--- config.mk ---
export PLATFORM = sky130hd
export DESIGN_NAME = hfl_device_flat
export DESIGN_NICKNAME = d
export VERILOG_FILES = /design/src/rtl/hfl_pkg.sv /design/src/rtl/hfl_if.sv /design/src/rtl/hfl_device.sv /design/src/flat_wrapper.sv
export SDC_FILE = /design/constraint.sdc
export NUM_CORES = 1
export LEC_CHECK = 0
export ABC_AREA = 1
export BUFFER_PORTS_ARGS = -buffer_cell sky130_fd_sc_hd__buf_2
export CAP_MARGIN = 20
export CELL_PAD_IN_SITES_DETAIL_PLACEMENT = 1
export CELL_PAD_IN_SITES_GLOBAL_PLACEMENT = 2
export CORE_MARGIN = 10
export CORE_UTILIZATION = 30
export CTS_CLUSTER_DIAMETER = 150
export DETAILED_ROUTE_END_ITERATION = 7
export MAX_ROUTING_LAYER = met4
export PLACE_DENSITY = 0.86
export SYNTH_ARGS = -nofsm -noshare
export SYNTH_HDL_FRONTEND = slang
export SYNTH_SLANG_ARGS = --single-unit
export TNS_END_PERCENT = 30
--- constraint.sdc ---
create_clock -name clk -period 1.8 [get_ports clk]
set_input_delay 0.09 -clock clk [delete_from_list [all_inputs] [get_ports clk]]
set_output_delay 0.09 -clock clk [all_outputs]
set_load 0.05 [all_outputs]
--- src/rtl/hfl_pkg.sv ---
// package: register map, fields, reset values and bus widths of the fifo level block
package hfl_pkg;
  // ****************
  // link widths
  // ****************
  localparam int ADDR_W = 8;                          // host bus byte address width
  localparam int DATA_W = 32;                         // host bus data width
  // ****************
  // device register offsets
  // ****************
  localparam logic [7:0] OFF_IRQ_STS   = 8'h58;       // irq_status_reg
  localparam logic [7:0] OFF_IRQ_EN    = 8'h5c;       // interrupt enable
  localparam logic [7:0] OFF_FIFO_LVL  = 8'h68;       // fifo_level_thresholds
  localparam logic [7:0] OFF_RX_CFG    = 8'h6c;       // receive_config
  // ****************
  // field positions
  // ****************
  localparam int TX_AVAIL_LSB  = 24;                  // tx data available level 31:24
  localparam int TX_STS_LSB    = 16;                  // tx status level 23:16
  localparam int RSV_LVL_LSB   = 8;                   // reserved byte 15:8
  localparam int RX_STS_LSB    = 0;                   // rx status level 7:0
  localparam int EA_LSB        = 30;                  // rx_end_align 31:30
  localparam int BUDGET_LSB    = 16;                  // rx_read_budget 27:16
  localparam int BUDGET_W      = 12;                  // budget width
  localparam int PURGE_BIT     = 15;                  // receive discard
  localparam int OFS_LSB       = 8;                   // rx_start_offset 12:8
  localparam int BIT_RXD       = 20;                  // rx dma countdown irq
  localparam int BIT_TX_SPACE_AVAIL_IRQ      = 9;                   // tx_space_avail_irq
  localparam int BIT_TX_STATUS_LEVEL_IRQ      = 7;                   // tx_status_level_irq
  localparam int BIT_RX_STATUS_LEVEL_IRQ      = 3;                   // rx_status_level_irq
  // ****************
  // reset values and masks
  // ****************
  localparam logic [31:0] RST_FIFO_LVL = 32'h4800_0000;
  localparam logic [31:0] RST_RX_CFG   = 32'h0000_0000;
  localparam logic [31:0] RST_IRQ_EN   = 32'h0000_0000;
  localparam logic [31:0] IRQ_MASK     = 32'h0010_0288; // implemented irq bits
  localparam logic [31:0] LVL_RSV_MASK = 32'h0000_ff00; // reserved level byte
  // ****************
  // end alignment codes
  // ****************
  localparam logic [1:0] EA_4B  = 2'h0;
  localparam logic [1:0] EA_16B = 2'h1;
  localparam logic [1:0] EA_32B = 2'h2;
  // ****************
  // host controller apb map
  // ****************
  localparam logic [7:0] APB_CTRL   = 8'h00;          // go bit0, write bit1, addr 15:8
  localparam logic [7:0] APB_WDATA  = 8'h04;          // data for link writes
  localparam logic [7:0] APB_RDATA  = 8'h08;          // data from last link read
  localparam logic [7:0] APB_STATUS = 8'h0c;          // busy bit0
  localparam int CTRL_GO    = 0;
  localparam int CTRL_WR    = 1;
  localparam int CTRL_ADDR  = 8;
endpackage

--- src/rtl/hfl_if.sv ---
// interface: sram-like host bus between the host controller and the fifo level device
interface hfl_if;
  import hfl_pkg::*;
  logic [ADDR_W-1:0] hbAddr;                          // register byte address
  logic              hbWr;                            // one-cycle write strobe
  logic              hbRd;                            // one-cycle read strobe
  logic [DATA_W-1:0] hbWdata;                         // write data
  logic [DATA_W-1:0] hbRdata;                         // read data, valid with hbAck
  logic              hbAck;                           // one-cycle completion pulse
  modport device (input hbAddr, hbWr, hbRd, hbWdata, output hbRdata, hbAck);
  modport host   (output hbAddr, hbWr, hbRd, hbWdata, input hbRdata, hbAck);
endinterface

--- src/rtl/hfl_device.sv ---
// device end: fifo level interrupts, receive configuration and read budget
//
// Implementation choice: the sram-like host bus slave port.
module hfl_device
  import hfl_pkg::*;
(
  input  wire logic       clk,                        // 50 mhz system clock
  input  wire logic       rst_n,                      // synchronous reset
  hfl_if.device           hb,                         // host bus
  input  wire logic [7:0] txFreeBlocks,               // tx data free space, 64-byte blocks
  input  wire logic [7:0] txStatusUsed,               // tx status used, dwords
  input  wire logic [7:0] rxStatusUsed,               // rx status used, dwords
  input  wire logic       rxDwordRead,                // pulse: one dword read from rx data
  input  wire logic [2:0] rxPktDwords,                // dwords of current packet, mod 8
  output logic            irq,                        // interrupt output, active high
  output logic            rxPurge,                    // pulse: purge rx data and status
  output logic      [1:0] rxEndAlign,                 // active end alignment code
  output logic      [2:0] rxPadDwords,                // dwords of padding to append
  output logic      [4:0] rxStartOffset               // active start offset, bytes
);
  // ****************
  // register state
  // ****************
  logic [31:0]         fifoLvl;                       // threshold register
  logic [1:0]          cfgAlign;                      // programmed end alignment
  logic [4:0]          cfgOffset;                     // programmed start offset
  logic [BUDGET_W-1:0] budget;                        // running read budget
  logic [31:0]         irqEn;                         // interrupt enables
  logic [31:0]         irqSts;                        // sticky interrupt status
  logic [2:0]          dwOffset;                      // applied dword part of offset
  logic                wrLvl;                         // write to thresholds
  logic                wrCfg;                         // write to receive config
  logic                wrEn;                          // write to enables
  logic                wrSts;                         // write to status
  logic                budgetDone;                    // budget reaches zero this cycle
  logic [31:0]         setSts;                        // status set terms
  logic [31:0]         rdMux;                         // read data select
  logic [2:0]          padMask;                       // alignment mask in dwords

  // ****************
  // address decode
  // ****************
  // one write strobe per register
  always_comb begin
    wrLvl = hb.hbWr && (hb.hbAddr == OFF_FIFO_LVL);
    wrCfg = hb.hbWr && (hb.hbAddr == OFF_RX_CFG);
    wrEn  = hb.hbWr && (hb.hbAddr == OFF_IRQ_EN);
    wrSts = hb.hbWr && (hb.hbAddr == OFF_IRQ_STS);
  end

  // ****************
  // threshold register
  // ****************
  // all bits stored; reserved byte kept as written by the host
  always_ff @(posedge clk) begin
    if (!rst_n) begin
      fifoLvl <= RST_FIFO_LVL;
    end else if (wrLvl) begin
      fifoLvl <= hb.hbWdata;
    end
  end

  // ****************
  // receive configuration
  // ****************
  // alignment and offset fields
  always_ff @(posedge clk) begin
    if (!rst_n) begin
      cfgAlign  <= RST_RX_CFG[EA_LSB +: 2];
      cfgOffset <= RST_RX_CFG[OFS_LSB +: 5];
    end else if (wrCfg) begin
      cfgAlign  <= hb.hbWdata[EA_LSB +: 2];
      cfgOffset <= hb.hbWdata[OFS_LSB +: 5];
    end
  end

  // purge pulse, never stored as a bit
  always_ff @(posedge clk) begin
    if (!rst_n) begin
      rxPurge <= 1'b0;
    end else begin
      rxPurge <= wrCfg && hb.hbWdata[PURGE_BIT];
    end
  end

  // ****************
  // read budget
  // ****************
  // terminal count: last dword of the budget is read
  assign budgetDone = rxDwordRead && (budget == 12'h001) && !wrCfg;

  // write replaces the count even mid-run; reads decrement a nonzero count
  always_ff @(posedge clk) begin
    if (!rst_n) begin
      budget <= RST_RX_CFG[BUDGET_LSB +: BUDGET_W];
    end else if (wrCfg) begin
      budget <= hb.hbWdata[BUDGET_LSB +: BUDGET_W];
    end else if (rxDwordRead && (budget != 12'h000)) begin
      budget <= budget - 12'h001;
    end
  end

  // ****************
  // start offset
  // ****************
  // dword part waits for the next dword read; a purge also loads it
  always_ff @(posedge clk) begin
    if (!rst_n) begin
      dwOffset <= RST_RX_CFG[OFS_LSB+2 +: 3];
    end else if (rxDwordRead || rxPurge) begin
      dwOffset <= cfgOffset[4:2];
    end
  end

  // byte part is only changed while halted, so it passes straight through
  always_ff @(posedge clk) begin
    if (!rst_n) begin
      rxStartOffset <= 5'h00;
    end else begin
      rxStartOffset <= {dwOffset, cfgOffset[1:0]};
    end
  end

  // ****************
  // end alignment padding
  // ****************
  // mask of dwords per alignment unit; reserved code pads nothing
  always_comb begin
    case (cfgAlign)
      EA_16B:  padMask = 3'h3;
      EA_32B:  padMask = 3'h7;
      default: padMask = 3'h0;
    endcase
  end

  // pad = dwords up to the next alignment boundary
  always_ff @(posedge clk) begin
    if (!rst_n) begin
      rxEndAlign  <= 2'h0;
      rxPadDwords <= 3'h0;
    end else begin
      rxEndAlign  <= cfgAlign;
      rxPadDwords <= (3'h0 - rxPktDwords) & padMask;
    end
  end

  // ****************
  // interrupt enables
  // ****************
  // only implemented enable bits are stored
  always_ff @(posedge clk) begin
    if (!rst_n) begin
      irqEn <= RST_IRQ_EN;
    end else if (wrEn) begin
      irqEn <= hb.hbWdata & IRQ_MASK;
    end
  end

  // ****************
  // interrupt status
  // ****************
  // level conditions sampled every cycle
  always_comb begin
    setSts = 32'h0000_0000;
    setSts[BIT_TX_SPACE_AVAIL_IRQ] = txFreeBlocks > fifoLvl[TX_AVAIL_LSB +: 8];
    setSts[BIT_TX_STATUS_LEVEL_IRQ] = txStatusUsed > fifoLvl[TX_STS_LSB +: 8];
    setSts[BIT_RX_STATUS_LEVEL_IRQ] = rxStatusUsed > fifoLvl[RX_STS_LSB +: 8];
    setSts[BIT_RXD]  = budgetDone;
  end

  // write one clears; a set in the same cycle wins
  always_ff @(posedge clk) begin
    if (!rst_n) begin
      irqSts <= 32'h0000_0000;
    end else begin
      irqSts <= ((irqSts & ~(wrSts ? hb.hbWdata : 32'h0000_0000)) | setSts)
                & IRQ_MASK;
    end
  end

  // output gated by enables only
  always_ff @(posedge clk) begin
    if (!rst_n) begin
      irq <= 1'b0;
    end else begin
      irq <= |(irqSts & irqEn);
    end
  end

  // ****************
  // read path
  // ****************
  // register select; unmapped addresses read zero
  always_comb begin
    case (hb.hbAddr)
      OFF_FIFO_LVL: rdMux = fifoLvl;
      OFF_RX_CFG:   rdMux = {cfgAlign, 2'h0, budget, 3'h0, cfgOffset, 8'h00};
      OFF_IRQ_EN:   rdMux = irqEn;
      OFF_IRQ_STS:  rdMux = irqSts;
      default:      rdMux = 32'h0000_0000;
    endcase
  end

  // answer every strobe one cycle later
  always_ff @(posedge clk) begin
    if (!rst_n) begin
      hb.hbAck   <= 1'b0;
      hb.hbRdata <= 32'h0000_0000;
    end else begin
      hb.hbAck   <= hb.hbWr || hb.hbRd;
      hb.hbRdata <= hb.hbRd ? rdMux : 32'h0000_0000;
    end
  end
endmodule

--- src/flat_wrapper.sv ---
// flat-port wrapper written by rule: the top's interface ports become plain ports
module hfl_device_flat import hfl_pkg::*;
  (clk, rst_n, txFreeBlocks, txStatusUsed, rxStatusUsed, rxDwordRead, rxPktDwords, irq, rxPurge, rxEndAlign, rxPadDwords, rxStartOffset, hb_hbAddr, hb_hbWr, hb_hbRd, hb_hbWdata, hb_hbRdata, hb_hbAck);
  hfl_if hb_i ();
  input  wire logic clk;
  input  wire logic rst_n;
  input  wire logic [7:0] txFreeBlocks;
  input  wire logic [7:0] txStatusUsed;
  input  wire logic [7:0] rxStatusUsed;
  input  wire logic rxDwordRead;
  input  wire logic [2:0] rxPktDwords;
  output logic irq;
  output logic rxPurge;
  output logic      [1:0] rxEndAlign;
  output logic      [2:0] rxPadDwords;
  output logic      [4:0] rxStartOffset;
  input wire logic [$bits(hb_i.hbAddr)-1:0] hb_hbAddr;
  input wire logic [$bits(hb_i.hbWr)-1:0] hb_hbWr;
  input wire logic [$bits(hb_i.hbRd)-1:0] hb_hbRd;
  input wire logic [$bits(hb_i.hbWdata)-1:0] hb_hbWdata;
  output wire logic [$bits(hb_i.hbRdata)-1:0] hb_hbRdata;
  output wire logic [$bits(hb_i.hbAck)-1:0] hb_hbAck;
  assign hb_i.hbAddr = hb_hbAddr;
  assign hb_i.hbWr = hb_hbWr;
  assign hb_i.hbRd = hb_hbRd;
  assign hb_i.hbWdata = hb_hbWdata;
  assign hb_hbRdata = hb_i.hbRdata;
  assign hb_hbAck = hb_i.hbAck;
  hfl_device u_core (.clk(clk), .rst_n(rst_n), .hb(hb_i), .txFreeBlocks(txFreeBlocks), .txStatusUsed(txStatusUsed), .rxStatusUsed(rxStatusUsed), .rxDwordRead(rxDwordRead), .rxPktDwords(rxPktDwords), .irq(irq), .rxPurge(rxPurge), .rxEndAlign(rxEndAlign), .rxPadDwords(rxPadDwords), .rxStartOffset(rxStartOffset));
endmodule
---- Word level (Yosys, flattened, before mapping) ----
Index checks and enable logic that the tools add are counted.
W data, S select, Z words.
storage, ports and cells
  output and inout bits ................... 45
  logic and storage cells ................. 51
  register bits after elaboration ......... 107
  input bits .............................. 72
cells by class
  $add $sub $neg .......................... 2
  order comparisons ....................... 3
  mux-type cells .......................... 5
  bitwise logic cells ..................... 5
  eq/ne operators ......................... 7
  reduce and logical (&&, ||, !) cells .... 15
operators with widths
  kind                     number
  $pmux W32 S4             1
  $and A21 B21 Y21         2
  $eq A8 B7 Y1 const B     4
  $reduce_or A32 Y1        1
  $gt A8 B8 Y1             3
  $mux W12                 2
  $mux W21                 1
  $not A21 Y21             1
  $or A21 B21 Y21          1
  $eq A12 B1 Y1 const B    1
  $reduce_bool A12 Y1      1
  $sub A12 B1 Y12 const B  1
  $logic_and A1 B1 Y1      8
  $pmux W3 S2              1
  $and A3 B3 Y3            1
  $sub A1 B3 Y3 const A    1
  $eq A2 B1 Y1 const B     1
  $eq A2 B2 Y1 const B     1
  $logic_or A1 B1 Y1       2
  $reduce_and A2 Y1        1
  $reduce_bool A2 Y1       1
  $logic_not A1 Y1         1

---- Logic depth before layout (Yosys ltp) ----
Gate-level depths: netlist of the first run.
  depth after elaboration ................. 6
  mapped depth ............................ 10
  gate-level depth less buffers ........... 10

---- Worst setup path after synthesis of the first run ----
OpenSTA, ideal clock, no wires.
  path kind ............................... flip-flop to flip-flop
  from .................................... register u_core.budget[0]
  to ...................................... register u_core.budget[4]
  setup time .............................. 115 ps
  path buffers ............................ 0
  arrival ................................. 1,214 ps
  period minus slack after synthesis ...... 1,328 ps
  stages on the path, launching flop included .. 10
  path slack .............................. 472 ps
  required time ........................... 1,685 ps
  cells stage by stage .................... dfxtp_1 inv_1 ha_1 nand2_1 nor2_2 nand2_1 nand2_4 nand2_4 nor2_1 o21a_1
between the ends
  longest elaborated chain between the ends .. 3
  elaborated cells on any way between the ends .. 6
  those cells by class .................... 1 x add/sub; 2 x mux; 3 x reduce/logical
RTL lines
  item                                                    line                                source
  start: declaration                                      hfl_device.sv:27                    logic [BUDGET_W-1:0] budget;
  start signal: assignment                                hfl_device.sv:95                    budget <= RST_RX_CFG[BUDGET_LSB +: BUDGET_W];
  start signal: assignment                                hfl_device.sv:97                    budget <= hb.hbWdata[BUDGET_LSB +: BUDGET_W];
  start signal: assignment                                hfl_device.sv:99                    budget <= budget - 12'h001;
  $sub A12 B1 Y12 or $reduce_bool A12 Y1 (tied branches)  hfl_device.sv:99, hfl_device.sv:98
  $mux W12 or $logic_and A1 B1 Y1 (tied branches)         hfl_device.sv:98                    end else if (rxDwordRead && (budget != 12'h000)) begin
  $mux W12 or $reduce_bool A2 Y1 (tied branches)          n/a
Parallel ways exist; a longest one is shown, timed or not. The select of a mux whose other input is x is not followed.
A chain may end at the register's enable or synchronous reset.

---- Final worst setup path of the first run ----
Same ends and word-level chain as after synthesis.

==> run metrics, run 1 <==
Most Used Layer, Global Route met2; nets@finish 853; global-route wire length before repair 25,900 um; Synth Register Bits 107; placement row count 46; DRC violations left 0; clk sink count 107; IO Count 117; Synth cell types 34; Leakage Power 0.00271 uW; total power divided by cell area 1080 nW/um^2; height of the die 147 um; Final Non-Filler Cells 972; WHS Path Cells 3; CP Max Fanout 9; hold_sp hb_hbWdata[16]; initial antenna violation count 0; Worst-path clk slew 70 ps; drt wl/cell 16.9 um; largest family of logic cells by synthesized area simple AND/OR/NAND/NOR gates; sequential share of the synthesized area 43.9%; cell internal pwr 4130 uW; vias in the first global route 4,895; Die ar. 21,700 um^2; Iter 0 DRT Violations 196; GR Overflow Total 0; gr usage total 15.3%; CTS HTree Levels 3; DP HPWL 12,700 um; Net Count, Synth 734; most common cell after layout, fill and taps aside buf_2; Synth Area in Adders 7.44%; setup slack, reg-to-reg 280 ps; number of max-cap violations 0; Required @ worst endpoint 2040 ps; Initial Utilization 30.7%; DIE WIDTH 147 um; GP Congestion 0.808; most frequent cells in the layout buf_2 (116), nand2_1 (113), dfxtp_1 (107); Inst Count DP 950; post-CTS setup buffers 0; mux cell area share after synthesis 0%; WL final 16,500 um; clock skew 7.84 ps; Compound-Gate Fraction of Synth Area 14.5%; Syn Inst Count 633; global-route met2 utilization 25.5%; XOR/XNOR Fraction of Synth Area 0.898%; detailed-router iteration count before antenna repair 4; Final Hold Fails 0; Final ANT Viol Nets 0; Post-Synthesis Cell Area 4870 um^2; synthesis warning total 0; Final Util 37.6%; ant diodes 0; worst IR drop on VDD 446 uV; CTS Buffer Depth 2; R2R cell count 9; Num CTS Buffers 9; sw frac 35.7%; Hold Crit Class primary input to flop; core area 15,900 um^2; slew margin rel. 58.7%; Reg2Reg Capture Point u_core.budget[4]; Crit Path Class flop to flop; RSZ-0062 raised after global routing no; port bufs 116; Clk pwr share 29.6%; syn_area_per_cell 7.70 um^2; Worst Hold End u_core.fifoLvl[16]; Setup crit end kind flop; clk root buf clkbuf_16; met1 usage 18.7%; Critical Path AT 1760 ps; Final Critical Period 1520 ps; largest net degree at the start of global routing 53; via count 4,610; Setup TNS 0 ps; Max Transition Viols Final 0; Psw 2290 uW; Flop pwr share 42.5%; Comb power frac 28.0%; status finished clean; final setup fails 0; Least-Margin Pin Slew 615 ps; startpoint types flop; clock tree from TritonCTS done; Peak Freq 660 MHz; share of cells above drive strength 1 22.2%; P&R area growth vs syn 22.6%; clk_lat worst skew 350 ps; Simple-Gate Fraction of Synth Area 23.7%; crit share post-route 84.2%; GR Util met3 2.41%; RR Startpoint u_core.budget[0]; post-DR vias/cell 4.74
power groups by stage:
stage | clock [uW] | combinational (uW) | sequential [uW]
after floorplan | 0 | 1310 | 2720
after global placement | 0 | 1720 | 2770
after detailed placement | 0 | 1790 | 2780
after CTS | 1930 | 1810 | 2730
after global routing | 2030 | 2040 | 2750
final | 1900 | 1800 | 2730
metal layers:
layer  wire, um  up-vias
met5          0        -
met4        256        0
met3        524       16
met2       8020       93
met1       7670     2206
li1           -     2295
stage by stage:
| stage | hold slack, ps | cell area, um^2 | power, uW | worst slack [ps] |
|---|---|---|---|---|
| after detailed placement | 344 | 5630 | 4570 | 282 |
| after global placement | 337 | 5630 | 4500 | 343 |
| after floorplan | 216 | 4870 | 4030 | 472 |
| final | 9.06 | 5980 | 6430 | 285 |
| after CTS | 5.35 | 5980 | 6470 | 247 |
| after global routing | 8.25 | 5980 | 6830 | 78.4 |
registers in the layout (all words and copies together), names as in the netlist:
register and flops:
u_core.budget 12, u_core.cfgAlign 2, u_core.cfgOffset 5, u_core.dwOffset 3, u_core.fifoLvl 32, u_core.hb.hbAck 1, u_core.hb.hbRdata 32, u_core.irq 1
u_core.irqEn 4, u_core.irqSts 4, u_core.rxEndAlign 2, u_core.rxPadDwords 3, u_core.rxPurge 1, u_core.rxStartOffset 5
critical path: stages, from the launching register on:
cell and delay (ps):
dfxtp_1 400, inv_1 120, ha_1 210, nand2_1 80, nor2_2 50, nand2_1 100
nand2_4 100, nand2_4 110, nor2_1 50, o21a_1 180
kinds of logic after synthesis:
logic type,count (synthesis)
xor+xnor,5
flops,107
compound gates,136
simple gates,253
buf+inv,103
fa+ha+maj,29
layout make-up:
class | instances | area, um^2
Fill cell | 2018 | 9910
Multi-Input combinational cell | 423 | 2270
Sequential cell | 107 | 2140
Timing Repair Buffer | 132 | 718
Inverter | 79 | 299
Tap cell | 216 | 270
Clock buffer | 10 | 239
Clock inverter | 5 | 38.8
Yosys cell counts:
cell type,count,area [um^2]
nor2_2,5,31.3
nand2_1,113,424
o21a_1,1,7.51
nand3_2,1,10.0
clkinv_1,3,11.3
nor2_4,3,33.8
a41oi_1,1,8.76
o211ai_1,1,7.51
a21oi_1,73,365
nand2_2,2,12.5
o21ai_1,10,50.1
buf_2,5,25.0
inv_2,2,7.51
nor3_1,13,65.1
a21oi_2,3,26.3
o22ai_1,1,6.26
nor2_1,63,236
nor3_4,1,16.3
clkbuf_1,8,30.0
buf_6,7,78.8
nand2_4,3,33.8
dfxtp_1,107,2140
ha_1,29,363
inv_1,73,274
nand3_1,38,190
nand3b_4,1,20.0
nor3_2,5,50.1
buf_4,4,30.0
o21ai_0,45,225
nand4_1,3,18.8
xor2_1,5,43.8
inv_4,1,6.26
nand3b_1,2,15.0
o21ai_2,1,8.76
worst max-delay path by stage:
stage	cells after the start	from	slack (ps)	to
after global routing	10	u_core.budget[1]	80	u_core.budget[10]
after CTS	7	u_core.budget[2]	250	u_core.budget[5]
final	9	u_core.budget[0]	280	u_core.budget[4]
after global placement	7	hb_hbAddr[2]	340	u_core.budget[6]
after floorplan	9	u_core.budget[0]	470	u_core.budget[4]
after detailed placement	7	u_core.budget[2]	280	u_core.budget[5]
repair_timing:
| action | CTS | global route |
|---|---|---|
| gates resized for setup | 0 | 0 |
| endpoints found under the setup margin | 0 | 0 |
| hold buffers | 7 | 0 |
| hold endpoints to repair | 8 | 0 |
Note: power is estimated with default switching activity, not from simulation.
==> run 2: changes to the inputs <==
==> constraint.sdc (replaced) <==
create_clock -name clk -period 1.55 [get_ports clk]
set_input_delay 0.0775 -clock clk [delete_from_list [all_inputs] [get_ports clk]]
set_output_delay 0.0775 -clock clk [all_outputs]
set_load 0.05 [all_outputs]
==> run metrics, run 2 (synthesized netlist as in run 1, its figures left out) <==
status finished clean; most common cell after layout, fill and taps aside buf_2; Leakage Power 0.00280 uW; P&R area growth vs syn 26.2%; # fillers 2,003; Iter 0 DRT Violations 168; Final ANT Viol Nets 0; ant diodes 0; Initial Utilization 30.7%; clk sink count 107; detailed-router iteration count before antenna repair 4; global-route wire length before repair 26,800 um; hold_sp hb_hbWdata[24]; Required @ worst endpoint 1790 ps; share of cells above drive strength 1 24.0%; clk root buf clkbuf_16; Setup TNS 0 ps; Final Util 38.7%; WL final 16,800 um; crit share post-route 92.9%; final setup fails 0; worst IR drop on VDD 627 uV; height of the die 147 um; slowest CP cell dfxtp_1; vias in the first global route 5,046; Num CTS Buffers 9; Max Transition Viols Final 0; core area 15,900 um^2; Die ar. 21,700 um^2; setup slack, reg-to-reg 110 ps; Critical Path AT 1680 ps; Least-Margin Pin Slew 520 ps; slew margin rel. 65.4%; WHS Path Cells 3; Worst Hold End u_core.fifoLvl[24]; post-DR vias/cell 4.72; crit-path cells nor2_2, nand2_1, nor2_2, nand2_2, nand2_4, nand2_4, nor2_1, nor3_2; RR Startpoint u_core.budget[2]; most frequent cells in the layout buf_2 (116), nand2_1 (112), dfxtp_1 (106); Crit Path Class flop to flop; CTS HTree Levels 3; clk_lat worst skew 360 ps; number of max-cap violations 0; post-placement cell area 5720 um^2; GR Overflow Total 0; DIE WIDTH 147 um; biggest regs u_core.fifoLvl x32, u_core.hb.hbRdata x32, u_core.budget x12; initial antenna violation count 0; nets@finish 872; clock skew 5.90 ps; CTS Buffer Depth 2; IO Count 117; Worst-path clk slew 70 ps; clock tree from TritonCTS done; Design Area, Final 6150 um^2; Peak Freq 695 MHz; RSZ-0062 raised after global routing no; Tot Pwr 7730 uW; via count 4,673; drt wl/cell 17.0 um; GP Congestion 0.845; DP HPWL 12,900 um; gr usage total 15.8%; DRC violations left 0; largest net degree at the start of global routing 53; R2R cell count 8; port bufs 116; CP Max Fanout 7; CP max stage delay 380 ps; Final Critical Period 1440 ps; startpoint types flop; total power divided by cell area 1260 nW/um^2; Hold Crit Class primary input to flop; Setup crit end kind flop; Final Hold Fails 0; Reg2Reg Capture Point u_core.budget[0]; placement row count 46
-- run 2: layout make-up --
type / count / area [um^2] / share of cell area [%]
multi-input combinational: 424 / 2290 / 37.2
sequential: 107 / 2140 / 34.8
timing repair buffer: 150 / 883 / 14.4
inverter: 79 / 299 / 4.86
tap: 216 / 270 / 4.39
clock buffer: 9 / 225 / 3.66
clock inverter: 5 / 38.8 / 0.631
-- run 2: how the worst max path moves through the flow --
stage / from / endpoint / slack (ps) / cells past startpoint
after global placement: u_core.budget[11] / u_core.budget[1] / 90 / 8
after floorplan: u_core.budget[0] / u_core.budget[4] / 220 / 9
after global routing: u_core.fifoLvl[19] / u_core.irqSts[7] / 5 / 8
after detailed placement: u_core.budget[11] / u_core.budget[0] / 4 / 8
final: u_core.budget[2] / u_core.budget[0] / 110 / 8
after CTS: u_core.budget[1] / u_core.budget[10] / 50 / 9
-- run 2: worst max-delay path: cells and delay by family (launching register included) --
kind / cells / cell delay (ps)
and+or+nand+nor: 8 / 940
DFF: 1 / 380
-- run 2: report_power, final --
group | switching (uW) | leakage [uW] | total (uW) | internal [uW]
logic | 1520 | 0.00180 | 2440 | 927
clock network | 1080 | 0.000128 | 2170 | 1090
registers | 196 | 0.000866 | 3120 | 2920
-- run 2: per-layer routing --
layer	part of all wire (%)	global-route usage, %
met5	0	-
met4	1.7	5.15
met3	4.1	2.23
met2	49	26.4
met1	45	19.2
-- run 2: metrics by stage --
| stage | hold WS, ps | worst slack, ps | instances |
|---|---|---|---|
| global route | 16.3 | 5.04 | 990 |
| finish | 6.22 | 110 | 990 |
| floorplan | 204 | 222 | 633 |
| detailed placement | 330 | 4.22 | 961 |
| global placement | 326 | 90.0 | 961 |
| CTS | 1.94 | 49.6 | 989 |
-- run 2: repair_timing --
action,in CTS,in global routing
resized for setup,1,7
endpoints found under the hold margin,14,0
setup buffers,0,0
hold buffers,14,0
setup endpoints to repair,3,9
cloned,0,1
pin swaps,0,3
==> run 3: changes to the inputs <==
--- a/config.mk
+++ b/config.mk
@@ -10,12 +10,11 @@
 export CAP_MARGIN = 20
 export CELL_PAD_IN_SITES_DETAIL_PLACEMENT = 1
 export CELL_PAD_IN_SITES_GLOBAL_PLACEMENT = 2
-export CORE_MARGIN = 10
 export CORE_UTILIZATION = 30
 export CTS_CLUSTER_DIAMETER = 150
 export DETAILED_ROUTE_END_ITERATION = 7
 export MAX_ROUTING_LAYER = met4
-export PLACE_DENSITY = 0.86
+export PLACE_DENSITY_LB_ADDON = 0.1
 export SYNTH_ARGS = -nofsm -noshare
 export SYNTH_HDL_FRONTEND = slang
 export SYNTH_SLANG_ARGS = --single-unit
==> run metrics, run 3 (synthesized netlist as in run 1, its figures left out) <==
slowest CP cell dfxtp_1; worst IR drop on VDD 485 uV; Least-Margin Pin Slew 552 ps; WL final 15,800 um; Die ar. 16,800 um^2; Iter 0 DRT Violations 190; height of the die 129 um; Final Critical Period 1450 ps; family with the most delay on the worst path simple AND/OR/NAND/NOR gates; crit-path cells nor2_2, buf_4, nand2_1, nor2_2, nand2_1, nand2_1, nand2_1, nor2_1, nor2_2, nor2_1; Crit Path Class flop to flop; Peak Freq 692 MHz; Max Transition Viols Final 0; GR Util met3 2.52%; ant diodes 0; clk root buf clkbuf_16; most common cell after layout, fill and taps aside buf_2; IO Count 117; DRC violations left 0; CTS Buffer Depth 2; Initial Utilization 30.7%; initial antenna violation count 0; total power divided by cell area 1300 nW/um^2; Final Non-Filler Cells 994; clk_lat worst skew 360 ps; met1 usage 25.7%; number of max-cap violations 0; GR Overflow Total 0; Tot Pwr 8110 uW; startpoint types flop; gr usage total 20.3%; global-route met2 utilization 34.0%; CTS HTree Levels 3; RSZ-0062 raised after global routing yes; nets@finish 875; vias in the first global route 4,666; Leakage Power 0.00284 uW; DP HPWL 11,700 um; status finished clean; slew margin rel. 63.2%; Setup TNS 0 ps; hold slack 2.48 ps; Required @ worst endpoint 1840 ps; Setup crit end kind flop; port bufs 116; Critical Path AT 1740 ps; Final ANT Viol Nets 0; worst path bufs/invs 1; Inst Count DP 963; post-DR vias/cell 4.64; global-route wire length before repair 24,800 um; CP Max Fanout 4; DIE WIDTH 129 um; Critical Path Most Common Cell nand2_1; crit share post-route 93.3%; Hold Crit Class primary input to flop; largest net degree at the start of global routing 53; via count 4,615; final setup fails 0; drt wl/cell 15.9 um; core area 15,900 um^2; clock skew 9.21 ps; detailed-router iteration count before antenna repair 4; CP max stage delay 380 ps; Num CTS Buffers 9; GP Congestion 0.791; clk sink count 107; clock tree from TritonCTS done; share of cells above drive strength 1 24.8%; most frequent cells in the layout buf_2 (116), nand2_1 (111), dfxtp_1 (106); Worst-path clk slew 80 ps; biggest regs u_core.fifoLvl x32, u_core.hb.hbRdata x32, u_core.budget x12; placement row count 46; Final Hold Fails 0; Most Used Layer, Global Route met2; P&R area growth vs syn 28.0%
-- run 3: cell types whose count changed in the layout (fill, tap and decap cells not counted), sizes merged --
cell | before | now
buf | 136 | 139
bufinv | 0 | 2
clkinv | 5 | 6
clkinvlp | 1 | 0
inv | 78 | 77
-- run 3: worst paths after layout --
kind,slack (ps),cells past startpoint,start,to
min reg2reg,430,2,u_core.dwOffset[2],u_core.rxStartOffset[4]
min,2,3,hb_hbWdata[28],u_core.fifoLvl[28]
max,100,10,u_core.budget[6],u_core.budget[9]
max reg2reg,100,10,u_core.budget[6],u_core.budget[9]
-- run 3: per-layer routing --
layer,share of wire (%),routed length [um]
met5,0,0
met4,1.4,223
met3,3.2,512
met2,47,7490
met1,48,7610
-- run 3: worst register-to-register path: stages, from the launching register on --
cell	delay, ps
dfxtp_1	380
nor2_2	200
buf_4	130
nand2_1	80
nor2_2	180
nand2_1	70
nand2_1	60
nand2_1	40
nor2_1	120
nor2_2	40
nor2_1	70
-- run 3: cell type report --
class,count,area [um^2]
fillers,2004,9650
multi-input cells,424,2300
flip-flops and latches,107,2140
repair buffers,153,906
inverters,79,299
well taps,216,270
clock buffers,9,225
clock inverters,6,90.1
-- run 3: stage by stage --
stage	cell area, um^2	setup slack, ps	utilization [%]
floorplan	4870	222	-
global placement	5740	131	36.1
detailed placement	5740	24.9	36.1
CTS	6190	0.726	39.0
global route	6240	-13.2	39.3
finish	6240	104	39.3
-- run 3: power breakdown --
part | total [uW] | internal [uW] | leakage (uW) | switching (uW)
sequential | 3110 | 2920 | 0.000866 | 189
combinational | 2480 | 958 | 0.00182 | 1520
clock | 2520 | 1420 | 0.000157 | 1100
total | 8110 | 5300 | 0.00284 | 2810
-- run 3: what timing repair did --
| item | CTS | global route |
|---|---|---|
| hold buffers | 14 | 0 |
| resized for setup | 0 | 11 |
| hold endpoints to repair | 16 | 0 |
| setup endpoints to repair | 0 | 13 |
| setup buffers | 0 | 1 |
